===== src/verilog/sstc_pkg.sv =====
/*
 * sstc_pkg: constants shared by the safe stop / torque cutoff controller.
 * assumes a 10 MHz system clock and a 1 ms tick derived from it.
 */
package sstc_pkg;
	// ************************************************************
	// object dictionary
	// ************************************************************
	localparam logic [15:0] OD_AXIS_SAFETY_CFG_ENABLE = 16'h3100;
	localparam logic [7:0]  SUB_AXIS1_CFG_EN          = 8'h02;
	localparam logic [7:0]  SUB_AXIS2_CFG_EN          = 8'h03;
	localparam logic [15:0] OD_STOP_TRIG_STATUS       = 16'h50ef;
	localparam logic [7:0]  AXIS_CFG_EN_RESET         = 8'h01;

	// ************************************************************
	// timing
	// ************************************************************
	localparam int unsigned CLK_HZ           = 10000000;
	localparam int unsigned TICK_MS          = 1;
	localparam int unsigned CYC_PER_MS       = CLK_HZ / 1000 * TICK_MS;
	localparam logic [15:0] BRAKE_DELAY_DEF  = 16'h0064; // 100 ms
	localparam logic [15:0] BRAKE_DELAY_MIN  = 16'h0001;
	localparam logic [15:0] BRAKE_DELAY_MAX  = 16'hea60; // 60000 ms
	localparam logic [15:0] STOP_TIME_DEF    = 16'h03e8;
	localparam logic [31:0] DECEL_RATE_DEF   = 32'h00002710; // 10000 rpm/s

	// ************************************************************
	// reported codes
	// ************************************************************
	localparam logic [2:0] ST_IDLE      = 3'h0;
	localparam logic [2:0] ST_DELAY     = 3'h1;
	localparam logic [2:0] ST_NOT_REACH = 3'h2;
	localparam logic [2:0] ST_REACHED   = 3'h3;
	localparam logic [2:0] ST_CUTOFF    = 3'h4;
	localparam logic [2:0] ST_FAULT     = 3'h5;
	localparam logic       MODE_DRIVE   = 1'b0;
	localparam logic       MODE_BUS     = 1'b1;
	localparam logic [1:0] BRAKE_NONE   = 2'h0;
	localparam logic [1:0] BRAKE_HOLD   = 2'h1;
	localparam logic [1:0] BRAKE_DYN    = 2'h2;

	typedef enum logic [4:0] {
		S_IDLE   = 5'b00001,
		S_DELAY  = 5'b00010,
		S_MON    = 5'b00100,
		S_REACH  = 5'b01000,
		S_CUT    = 5'b10000
	} sstc_state_t;
endpackage


===== src/verilog/sstc_ctrl.sv =====
/*
 * sstc_ctrl: per-axis safe stop one sequencer with torque cutoff.
 * assumes synchronous inputs, fieldbus writes as one-cycle strobes.
 */
// Summary of operation
// - instance active goes 1 on trigger
// - active returns 0 when cutoff engages
// - several active instances use fastest deceleration
// - fieldbus mode: no own deceleration, rate ignored
// - not stopped at timeout forces cutoff
// - timed variant if reduced or unmonitored
// - ramp variant when monitoring enabled and not reduced
// - timed states 0, 1, 4
// - ramp states 0 to 5
// - mode 0 decelerates at instance rate
// - fieldbus mode flags trigger at 50EFh
// - cutoff flag 1 at 0 V inputs
// - report enable gates fault when enabled
// - report enable and cutoff raise warning
// - temperature flag 1 when temperature ok
// - per-axis config enable at 3100h 02h/03h
// - hold brake keeps power for delay
// - dynamic brake applies with cutoff, no delay
// - default deceleration 10000 rpm/s
// - brake delay 1 to 60000 ms, default 100
`timescale 1ns/1ps
module sstc_ctrl
	import sstc_pkg::*;
#(
	parameter int unsigned N_INST = 2,
	parameter int unsigned DIV    = CYC_PER_MS
) (
	input  wire logic              i_clk_sys,       // system clock
	input  wire logic              i_resetn,        // async reset, low
	input  wire logic [N_INST-1:0] i_stop_req,      // safe input / bus stop
	input  wire logic [N_INST-1:0] i_stop_mode,     // 0 drive, 1 bus
	input  wire logic [31:0]       i_decel_wdata,   // rate write data
	input  wire logic [N_INST-1:0] i_decel_we,      // rate write strobes
	input  wire logic [15:0]       i_stop_time_ms,  // stop to cutoff time
	input  wire logic              i_reduced_var,   // reduced safety variant
	input  wire logic              i_monitor_en,    // decel/vel monitoring
	input  wire logic              i_vel_fault,     // ramp monitor violated
	input  wire logic              i_standstill,    // axis at rest
	input  wire logic              i_axis_enabled,  // axis enabled
	input  wire logic              i_cutoff_in_hi,  // cutoff inputs at 24 V
	input  wire logic              i_temp_ok,       // monitor temp in range
	input  wire logic              i_report_en,     // fault report setting
	input  wire logic [1:0]        i_brake_cfg,     // 0 none,1 hold,2 dyn
	input  wire logic [15:0]       i_brake_dly_ms,  // brake hold delay
	input  wire logic              i_brake_dly_we,  // delay write strobe
	input  wire logic [15:0]       i_od_index,      // object index
	input  wire logic [7:0]        i_od_sub,        // object subindex
	input  wire logic [7:0]        i_od_wdata,      // object write data
	input  wire logic              i_od_we,         // object write
	output logic [7:0]             o_od_rdata,      // object read data
	output logic [N_INST-1:0]      o_stop_active,   // instance active
	output logic [2:0]             o_stop_state,    // sequence state code
	output logic                   o_decel_en,      // own ramp running
	output logic [31:0]            o_decel_rate,    // chosen rate
	output logic                   o_cutoff,        // cut torque
	output logic                   o_brake_apply,   // apply brake
	output logic                   o_cutoff_active, // cutoff flag
	output logic                   o_cutoff_fault,  // cutoff fault
	output logic                   o_cutoff_warn,   // cutoff warning
	output logic                   o_temp_ok        // temp flag
);
	// ************************************************************
	// tick and configuration
	// ************************************************************
	logic                  tick;
	sstc_state_t           state_q;
	logic [31:0]           rate_q [N_INST];
	logic [15:0]           brake_dly_q;
	logic [15:0]           stop_cnt_q;
	logic [15:0]           brake_cnt_q;
	logic [7:0]            cfg_en_q [2];
	logic [N_INST-1:0]     trig_flag_q;
	logic                  timed;
	logic                  timeout;
	logic                  any_req;
	logic [31:0]           best_rate;
	logic                  any_drive;
	logic                  cut_now;

	sstc_ms_tick #(
		.DIV (DIV)
	) u_tick (
		.i_clk_sys (i_clk_sys),
		.i_resetn  (i_resetn),
		.o_tick    (tick)
	);

	assign timed   = i_reduced_var | ~i_monitor_en;
	assign any_req = |i_stop_req;
	assign timeout = (stop_cnt_q >= i_stop_time_ms);

	// per-instance rate registers, default 10000 rpm/s
	generate
		for (genvar g = 0; g < N_INST; g++) begin : g_rate
			always_ff @(posedge i_clk_sys or negedge i_resetn) begin
				if (!i_resetn) begin
					rate_q[g] <= DECEL_RATE_DEF;
				end else if (i_decel_we[g]) begin
					rate_q[g] <= i_decel_wdata;
				end
			end
		end
	endgenerate

	// out-of-range writes keep the previous delay
	always_ff @(posedge i_clk_sys or negedge i_resetn) begin
		if (!i_resetn) begin
			brake_dly_q <= BRAKE_DELAY_DEF;
		end else if (i_brake_dly_we && i_brake_dly_ms >= BRAKE_DELAY_MIN &&
				i_brake_dly_ms <= BRAKE_DELAY_MAX) begin
			brake_dly_q <= i_brake_dly_ms;
		end
	end

	// ************************************************************
	// deceleration choice
	// ************************************************************
	always_comb begin
		best_rate = 32'h00000000;
		any_drive = 1'b0;
		for (int i = 0; i < N_INST; i++) begin
			if (o_stop_active[i] && i_stop_mode[i] == MODE_DRIVE) begin
				any_drive = 1'b1;
				if (rate_q[i] > best_rate) begin
					best_rate = rate_q[i];
				end
			end
		end
	end

	always_ff @(posedge i_clk_sys or negedge i_resetn) begin
		if (!i_resetn) begin
			o_decel_en   <= 1'b0;
			o_decel_rate <= 32'h00000000;
		end else begin
			// bus-mode instances are left out of any_drive above: no own ramp
			o_decel_en   <= any_drive;
			o_decel_rate <= best_rate;
		end
	end

	// ************************************************************
	// sequence
	// ************************************************************
	assign cut_now = (state_q != S_IDLE) && (state_q != S_CUT) &&
		(timeout || state_q == S_REACH);

	always_ff @(posedge i_clk_sys or negedge i_resetn) begin
		if (!i_resetn) begin
			state_q <= S_IDLE;
		end else begin
			unique case (state_q)
				S_IDLE: begin
					if (any_req) begin
						state_q <= S_DELAY;
					end
				end
				S_DELAY: begin
					if (cut_now) begin
						state_q <= S_CUT;
					end else if (!timed) begin
						state_q <= S_MON;
					end
				end
				S_MON: begin
					if (i_vel_fault) begin
						state_q <= S_CUT;
					end else if (cut_now) begin
						state_q <= S_CUT;
					end else if (i_standstill) begin
						state_q <= S_REACH;
					end
				end
				S_REACH: begin
					if (cut_now) begin
						state_q <= S_CUT;
					end
				end
				S_CUT: begin
					if (!any_req) begin
						state_q <= S_IDLE;
					end
				end
				default: state_q <= S_IDLE;
			endcase
		end
	end

	// millisecond timer begins at the trigger
	always_ff @(posedge i_clk_sys or negedge i_resetn) begin
		if (!i_resetn) begin
			stop_cnt_q <= 16'h0000;
		end else if (state_q == S_IDLE) begin
			stop_cnt_q <= 16'h0000;
		end else if (tick && stop_cnt_q != 16'hffff) begin
			stop_cnt_q <= stop_cnt_q + 16'h0001;
		end
	end

	always_ff @(posedge i_clk_sys or negedge i_resetn) begin
		if (!i_resetn) begin
			o_stop_state <= ST_IDLE;
		end else begin
			unique case (state_q)
				S_IDLE:  o_stop_state <= ST_IDLE;
				S_DELAY: o_stop_state <= ST_DELAY;
				S_MON:   o_stop_state <= i_vel_fault ? ST_FAULT :
						ST_NOT_REACH;
				S_REACH: o_stop_state <= ST_REACHED;
				S_CUT:   o_stop_state <= ST_CUTOFF;
				default: o_stop_state <= ST_IDLE;
			endcase
		end
	end

	// active rises with the trigger, falls once cutoff is entered
	always_ff @(posedge i_clk_sys or negedge i_resetn) begin
		if (!i_resetn) begin
			o_stop_active <= '0;
		end else if (state_q == S_CUT || cut_now) begin
			o_stop_active <= '0;
		end else begin
			o_stop_active <= o_stop_active | i_stop_req;
		end
	end

	// bus-mode trigger flag, readable at the status object
	always_ff @(posedge i_clk_sys or negedge i_resetn) begin
		if (!i_resetn) begin
			trig_flag_q <= '0;
		end else begin
			trig_flag_q <= i_stop_req & i_stop_mode;
		end
	end

	// ************************************************************
	// brake and cutoff
	// ************************************************************
	// hold brake: power stays on after cutoff request for the delay
	always_ff @(posedge i_clk_sys or negedge i_resetn) begin
		if (!i_resetn) begin
			brake_cnt_q <= 16'h0000;
		end else if (state_q != S_CUT) begin
			brake_cnt_q <= 16'h0000;
		end else if (tick && brake_cnt_q < brake_dly_q) begin
			brake_cnt_q <= brake_cnt_q + 16'h0001;
		end
	end

	always_ff @(posedge i_clk_sys or negedge i_resetn) begin
		if (!i_resetn) begin
			o_cutoff      <= 1'b0;
			o_brake_apply <= 1'b0;
		end else if (state_q != S_CUT) begin
			o_cutoff      <= 1'b0;
			o_brake_apply <= 1'b0;
		end else if (i_brake_cfg == BRAKE_HOLD) begin
			o_brake_apply <= 1'b1;
			// the delay should cover the brake apply time
			o_cutoff      <= (brake_cnt_q >= brake_dly_q);
		end else begin
			o_brake_apply <= (i_brake_cfg == BRAKE_DYN);
			o_cutoff      <= 1'b1;
		end
	end

	always_ff @(posedge i_clk_sys or negedge i_resetn) begin
		if (!i_resetn) begin
			o_cutoff_active <= 1'b0;
			o_cutoff_fault  <= 1'b0;
			o_cutoff_warn   <= 1'b0;
			o_temp_ok       <= 1'b0;
		end else begin
			o_cutoff_active <= ~i_cutoff_in_hi;
			o_cutoff_warn   <= i_report_en & ~i_cutoff_in_hi;
			o_temp_ok       <= i_temp_ok;
			if (!i_report_en) begin
				o_cutoff_fault <= 1'b0;
			end else if (~i_cutoff_in_hi && i_axis_enabled) begin
				o_cutoff_fault <= 1'b1;
			end else if (i_cutoff_in_hi) begin
				o_cutoff_fault <= 1'b0;
			end
		end
	end

	// ************************************************************
	// object dictionary
	// ************************************************************
	always_ff @(posedge i_clk_sys or negedge i_resetn) begin
		if (!i_resetn) begin
			cfg_en_q[0] <= AXIS_CFG_EN_RESET;
			cfg_en_q[1] <= AXIS_CFG_EN_RESET;
		end else if (i_od_we && i_od_index == OD_AXIS_SAFETY_CFG_ENABLE) begin
			if (i_od_sub == SUB_AXIS1_CFG_EN) begin
				cfg_en_q[0] <= i_od_wdata;
			end
			if (i_od_sub == SUB_AXIS2_CFG_EN) begin
				cfg_en_q[1] <= i_od_wdata;
			end
		end
	end

	always_ff @(posedge i_clk_sys or negedge i_resetn) begin
		if (!i_resetn) begin
			o_od_rdata <= 8'h00;
		end else if (i_od_index == OD_AXIS_SAFETY_CFG_ENABLE &&
				i_od_sub == SUB_AXIS1_CFG_EN) begin
			o_od_rdata <= cfg_en_q[0];
		end else if (i_od_index == OD_AXIS_SAFETY_CFG_ENABLE &&
				i_od_sub == SUB_AXIS2_CFG_EN) begin
			o_od_rdata <= cfg_en_q[1];
		end else if (i_od_index == OD_STOP_TRIG_STATUS) begin
			o_od_rdata <= 8'(trig_flag_q);
		end else begin
			o_od_rdata <= 8'h00;
		end
	end
endmodule


===== src/verilog/sstc_ms_tick.sv =====
/*
 * sstc_ms_tick: one-cycle enable every millisecond.
 * assumes the single system clock; no other clocks exist.
 */
`timescale 1ns/1ps
module sstc_ms_tick
	import sstc_pkg::*;
#(
	parameter int unsigned DIV = CYC_PER_MS
) (
	input  wire logic i_clk_sys,  // system clock
	input  wire logic i_resetn,   // async reset, low
	output logic      o_tick      // 1 ms pulse
);
	logic [15:0] cnt_q;

	always_ff @(posedge i_clk_sys or negedge i_resetn) begin
		if (!i_resetn) begin
			cnt_q  <= 16'h0000;
			o_tick <= 1'b0;
		end else if (cnt_q == 16'(DIV - 1)) begin
			cnt_q  <= 16'h0000;
			o_tick <= 1'b1;
		end else begin
			cnt_q  <= cnt_q + 16'h0001;
			o_tick <= 1'b0;
		end
	end
endmodule


===== config.mk =====
export PLATFORM = sky130hd
export DESIGN_NAME = sstc_ctrl
export DESIGN_NICKNAME = d
export VERILOG_FILES = /design/src/verilog/sstc_pkg.sv /design/src/verilog/sstc_ctrl.sv /design/src/verilog/sstc_ms_tick.sv
export SDC_FILE = /design/constraint.sdc
export NUM_CORES = 1
export LEC_CHECK = 0
export ABC_CLOCK_PERIOD_IN_PS = 8029
export BUFFER_PORTS_ARGS = -buffer_cell sky130_fd_sc_hd__buf_2
export CAP_MARGIN = 40
export CORE_UTILIZATION = 60
export DETAILED_ROUTE_END_ITERATION = 8
export GPL_ROUTABILITY_DRIVEN = 1
export PLACE_DENSITY = 0.84
export SYNTH_ARGS = -nofsm -noshare
export SYNTH_HDL_FRONTEND = slang
export SYNTH_SLANG_ARGS = --single-unit

===== constraint.sdc =====
create_clock -name i_clk_sys -period 8.03 [get_ports i_clk_sys]
set_input_delay 2.0075 -clock i_clk_sys [delete_from_list [all_inputs] [get_ports i_clk_sys]]
set_output_delay 2.0075 -clock i_clk_sys [all_outputs]
set_load 0.01 [all_outputs]

==> flow_metrics.tcl <==
set metrics [dict create \
    outcome "finished clean" \
    antenna_left 0 \
    routed_via_density 5.73 \
    gp_congestion 0.884 \
    avgRoutedWirePerCell_microns 16.8 \
    worst_ep_arrival_time_ns 5.35 \
    nNetsFinal 1308 \
    antenna_cells 0 \
    min_path_type "reg -> reg" \
    path_clk_slew_ns 0.06 \
    yosys_warnings 0 \
    tightestPinTransition_ns 0.854 \
    synth_top_area_cell "dfrtp_1" \
    holdPathStages 1 \
    fmax_mhz 203 \
    fill_cells 1176 \
    p_per_area_nw_per_um2 208 \
    finalSetupTns_ns 0 \
    layout-drive-gt1-share_pct 26.0 \
    grt_pass1_wl_mm 37.7 \
    regToRegEndpoint "o_decel_rate[16]" \
    floorplan.initialDensity_pct 61.4 \
    slew_headroom_pct 43.1 \
    drtPass1Iterations 5 \
    reg2reg_slack_ns 4.33 \
    syn_inst 955 \
    drc 0 \
    boundaryPins 168 \
    worstHoldStart "o_cutoff_fault" \
    synth_common_cells "dfrtp_1, nand2_1, inv_1" \
    cellLeakagePower_nw 6.07 \
    period_share_pct 61.3 \
    cts_buffers 22 \
    synth_top_area_share_pct 46.2 \
    cts_resized 0 \
    regToRegStartpoint "o_stop_active[0]" \
    drt-initial-drc-count 426 \
    hold_viol 0 \
    r2r_cells 11 \
    grt_usage_pct 26.7 \
    vias 7783 \
    area_growth_syn_to_layout_pct 17.6 \
    place_hpwl_mm 16.2 \
    port_buffers 167 \
    overflow 0 \
    die_w_microns 132 \
    layout_min_cycle_time_ns 4.92 \
    clockBufferDepth 3 \
    synth_edf_count 0 \
    cts_tree "built" \
    regArea_sq_um 5120 \
    crit_start "i_stop_mode[0]" \
    rows 47 \
    cap_violations 0 \
    criticalPathCategory "in -> reg" \
    crit_fanout 33 \
    start_kind "input port" \
    cts_hold_buf 0 \
    worstSkewPairLatency_ns 0.50 \
    cts-htree-levels 1 \
    routed_wl_mm 22.8 \
    rsz0062_at_grt "false" \
    die-area_sq_um 17500 \
    dieHeight_microns 132 \
    cts_root_buf "clkbuf_16" \
    ir_drop_uv 157 \
    final_cell_count_no_fill 1359 \
    cts_setup_buffers 0 \
    setup_viol_count_final 0 \
    whs_endpoint "o_cutoff_fault" \
    grt_start_max_net_pins 74 \
    synth_cell_type_count 68 \
    synth_area_per_cell_sq_um 10.7 \
    synth_nets 1139 \
    first_global_vias 7852 \
    power_mw 2.49 \
    core-area_sq_um 16600 \
    netlist_area_sq_um 10200 \
    synth-seq-cells 204 \
    cp-end-kind "flip-flop" \
    placed_cells_incl_taps 1320 \
    required_ns 8.45 \
    maxSlewViolCount 0 \
    multiInputGateArea_sq_um 4630 \
    synth_area_leaders "dfrtp_1, ha_1, mux2_2, dfstp_2, mux2i_1" \
    yosys_most_used_dff "dfrtp_1" \
    holdWs_ns 0.479 \
    async_reset_ff_share_pct 100 \
    synth-seq-area-share_pct 50.3 \
    antenna_found_initial 1 \
    skew_ns 0.0179 \
    yosysMostFrequentCell "dfrtp_1" \
    cts_sinks 204 \
]
cells in the final DEF, fill, tap and decap left out, types with 9 or more instances in the layout:
cell         n
ha_1        68
dfrtp_1    188
buf_2      167
a21oi_1     53
nor2_1      51
a21o_1      11
mux2_1       9
nor2b_1      9
mux2_2      54
nand3_1     26
xor2_1      19
nand4_1     25
dfstp_2     16
mux2i_1     42
nor3_1      17
clkbuf_16   22
o21ai_0     49
o31ai_1      9
inv_1       79
nand2_1     96
metrics by stage:
stage                     worst slack, ns  util (%)  area (sq um)
final                                3.11      72.3         12000
after global routing                 2.89      72.3         12000
after CTS                            3.12      72.3         12000
after detailed placement             2.63      68.1         11300
after global placement               2.75      67.5         11200
after floorplan                      3.51         -         10200
logic make-up after synthesis:
family / Yosys count / synth area share [%]
muxes: 105 / 11.1
and+or+nand+nor: 290 / 14.5
adders and majority gates: 68 / 8.35
buffers and inverters: 109 / 4.30
AOI/OAI and AO/OA: 155 / 9.41
xor gates and xnor gates: 24 / 2.06
DFF: 204 / 50.3
power by group:
part	internal [mW]	switching, mW	total, mW
clock network	0.562	0.397	0.959
registers	1.11	0.0470	1.16
logic	0.156	0.217	0.372
total	1.83	0.660	2.49
worst max-delay path, stage by stage:
cell and delay (ns):
buf_2 0.11, nor2b_2 0.09, buf_4 0.34, nand2_1 0.14, ha_1 0.34, nand4_1 0.24, nor4_4 0.44, a31oi_1 0.15
o31a_1 0.16, a31oi_4 0.62, buf_4 0.43, mux2i_1 0.24
layer usage:
metal  share of wire, %  wire length, microns  global-route usage (%)
met2                 49                 11100                    45.7
met5              0.035                     8                       0
met3                4.8                  1090                    3.77
met4                3.2                   719                    10.1
met1                 43                  9850                    34.7
cell type report:
cell class                 instances  share of cell area, %
tap                              220                   2.30
timing repair buffer             175                   8.03
clock inverter                     6                  0.376
clock buffer                      33                   5.44
inverter                          79                   2.47
multi-input combinational        642                   38.6
sequential                       204                   42.8
flip-flops by register name, summed over array words and instances, names as in the netlist, 8 cells and up:
name,count
stop_cnt_q,16
rate_q,64
cfg_en_q,16
brake_dly_q,16
u_tick.cnt_q,16
o_decel_rate,32
o_od_rdata,8
brake_cnt_q,16
how the worst max path moves through the flow:
stage	to	cells after the start
after global routing	o_decel_rate[21]	12
after CTS	o_decel_rate[21]	12
after floorplan	o_decel_rate[0]	11
after global placement	o_decel_rate[21]	12
after detailed placement	o_decel_rate[8]	12
final	o_decel_rate[16]	12
Power figures use the tool's default switching activity.
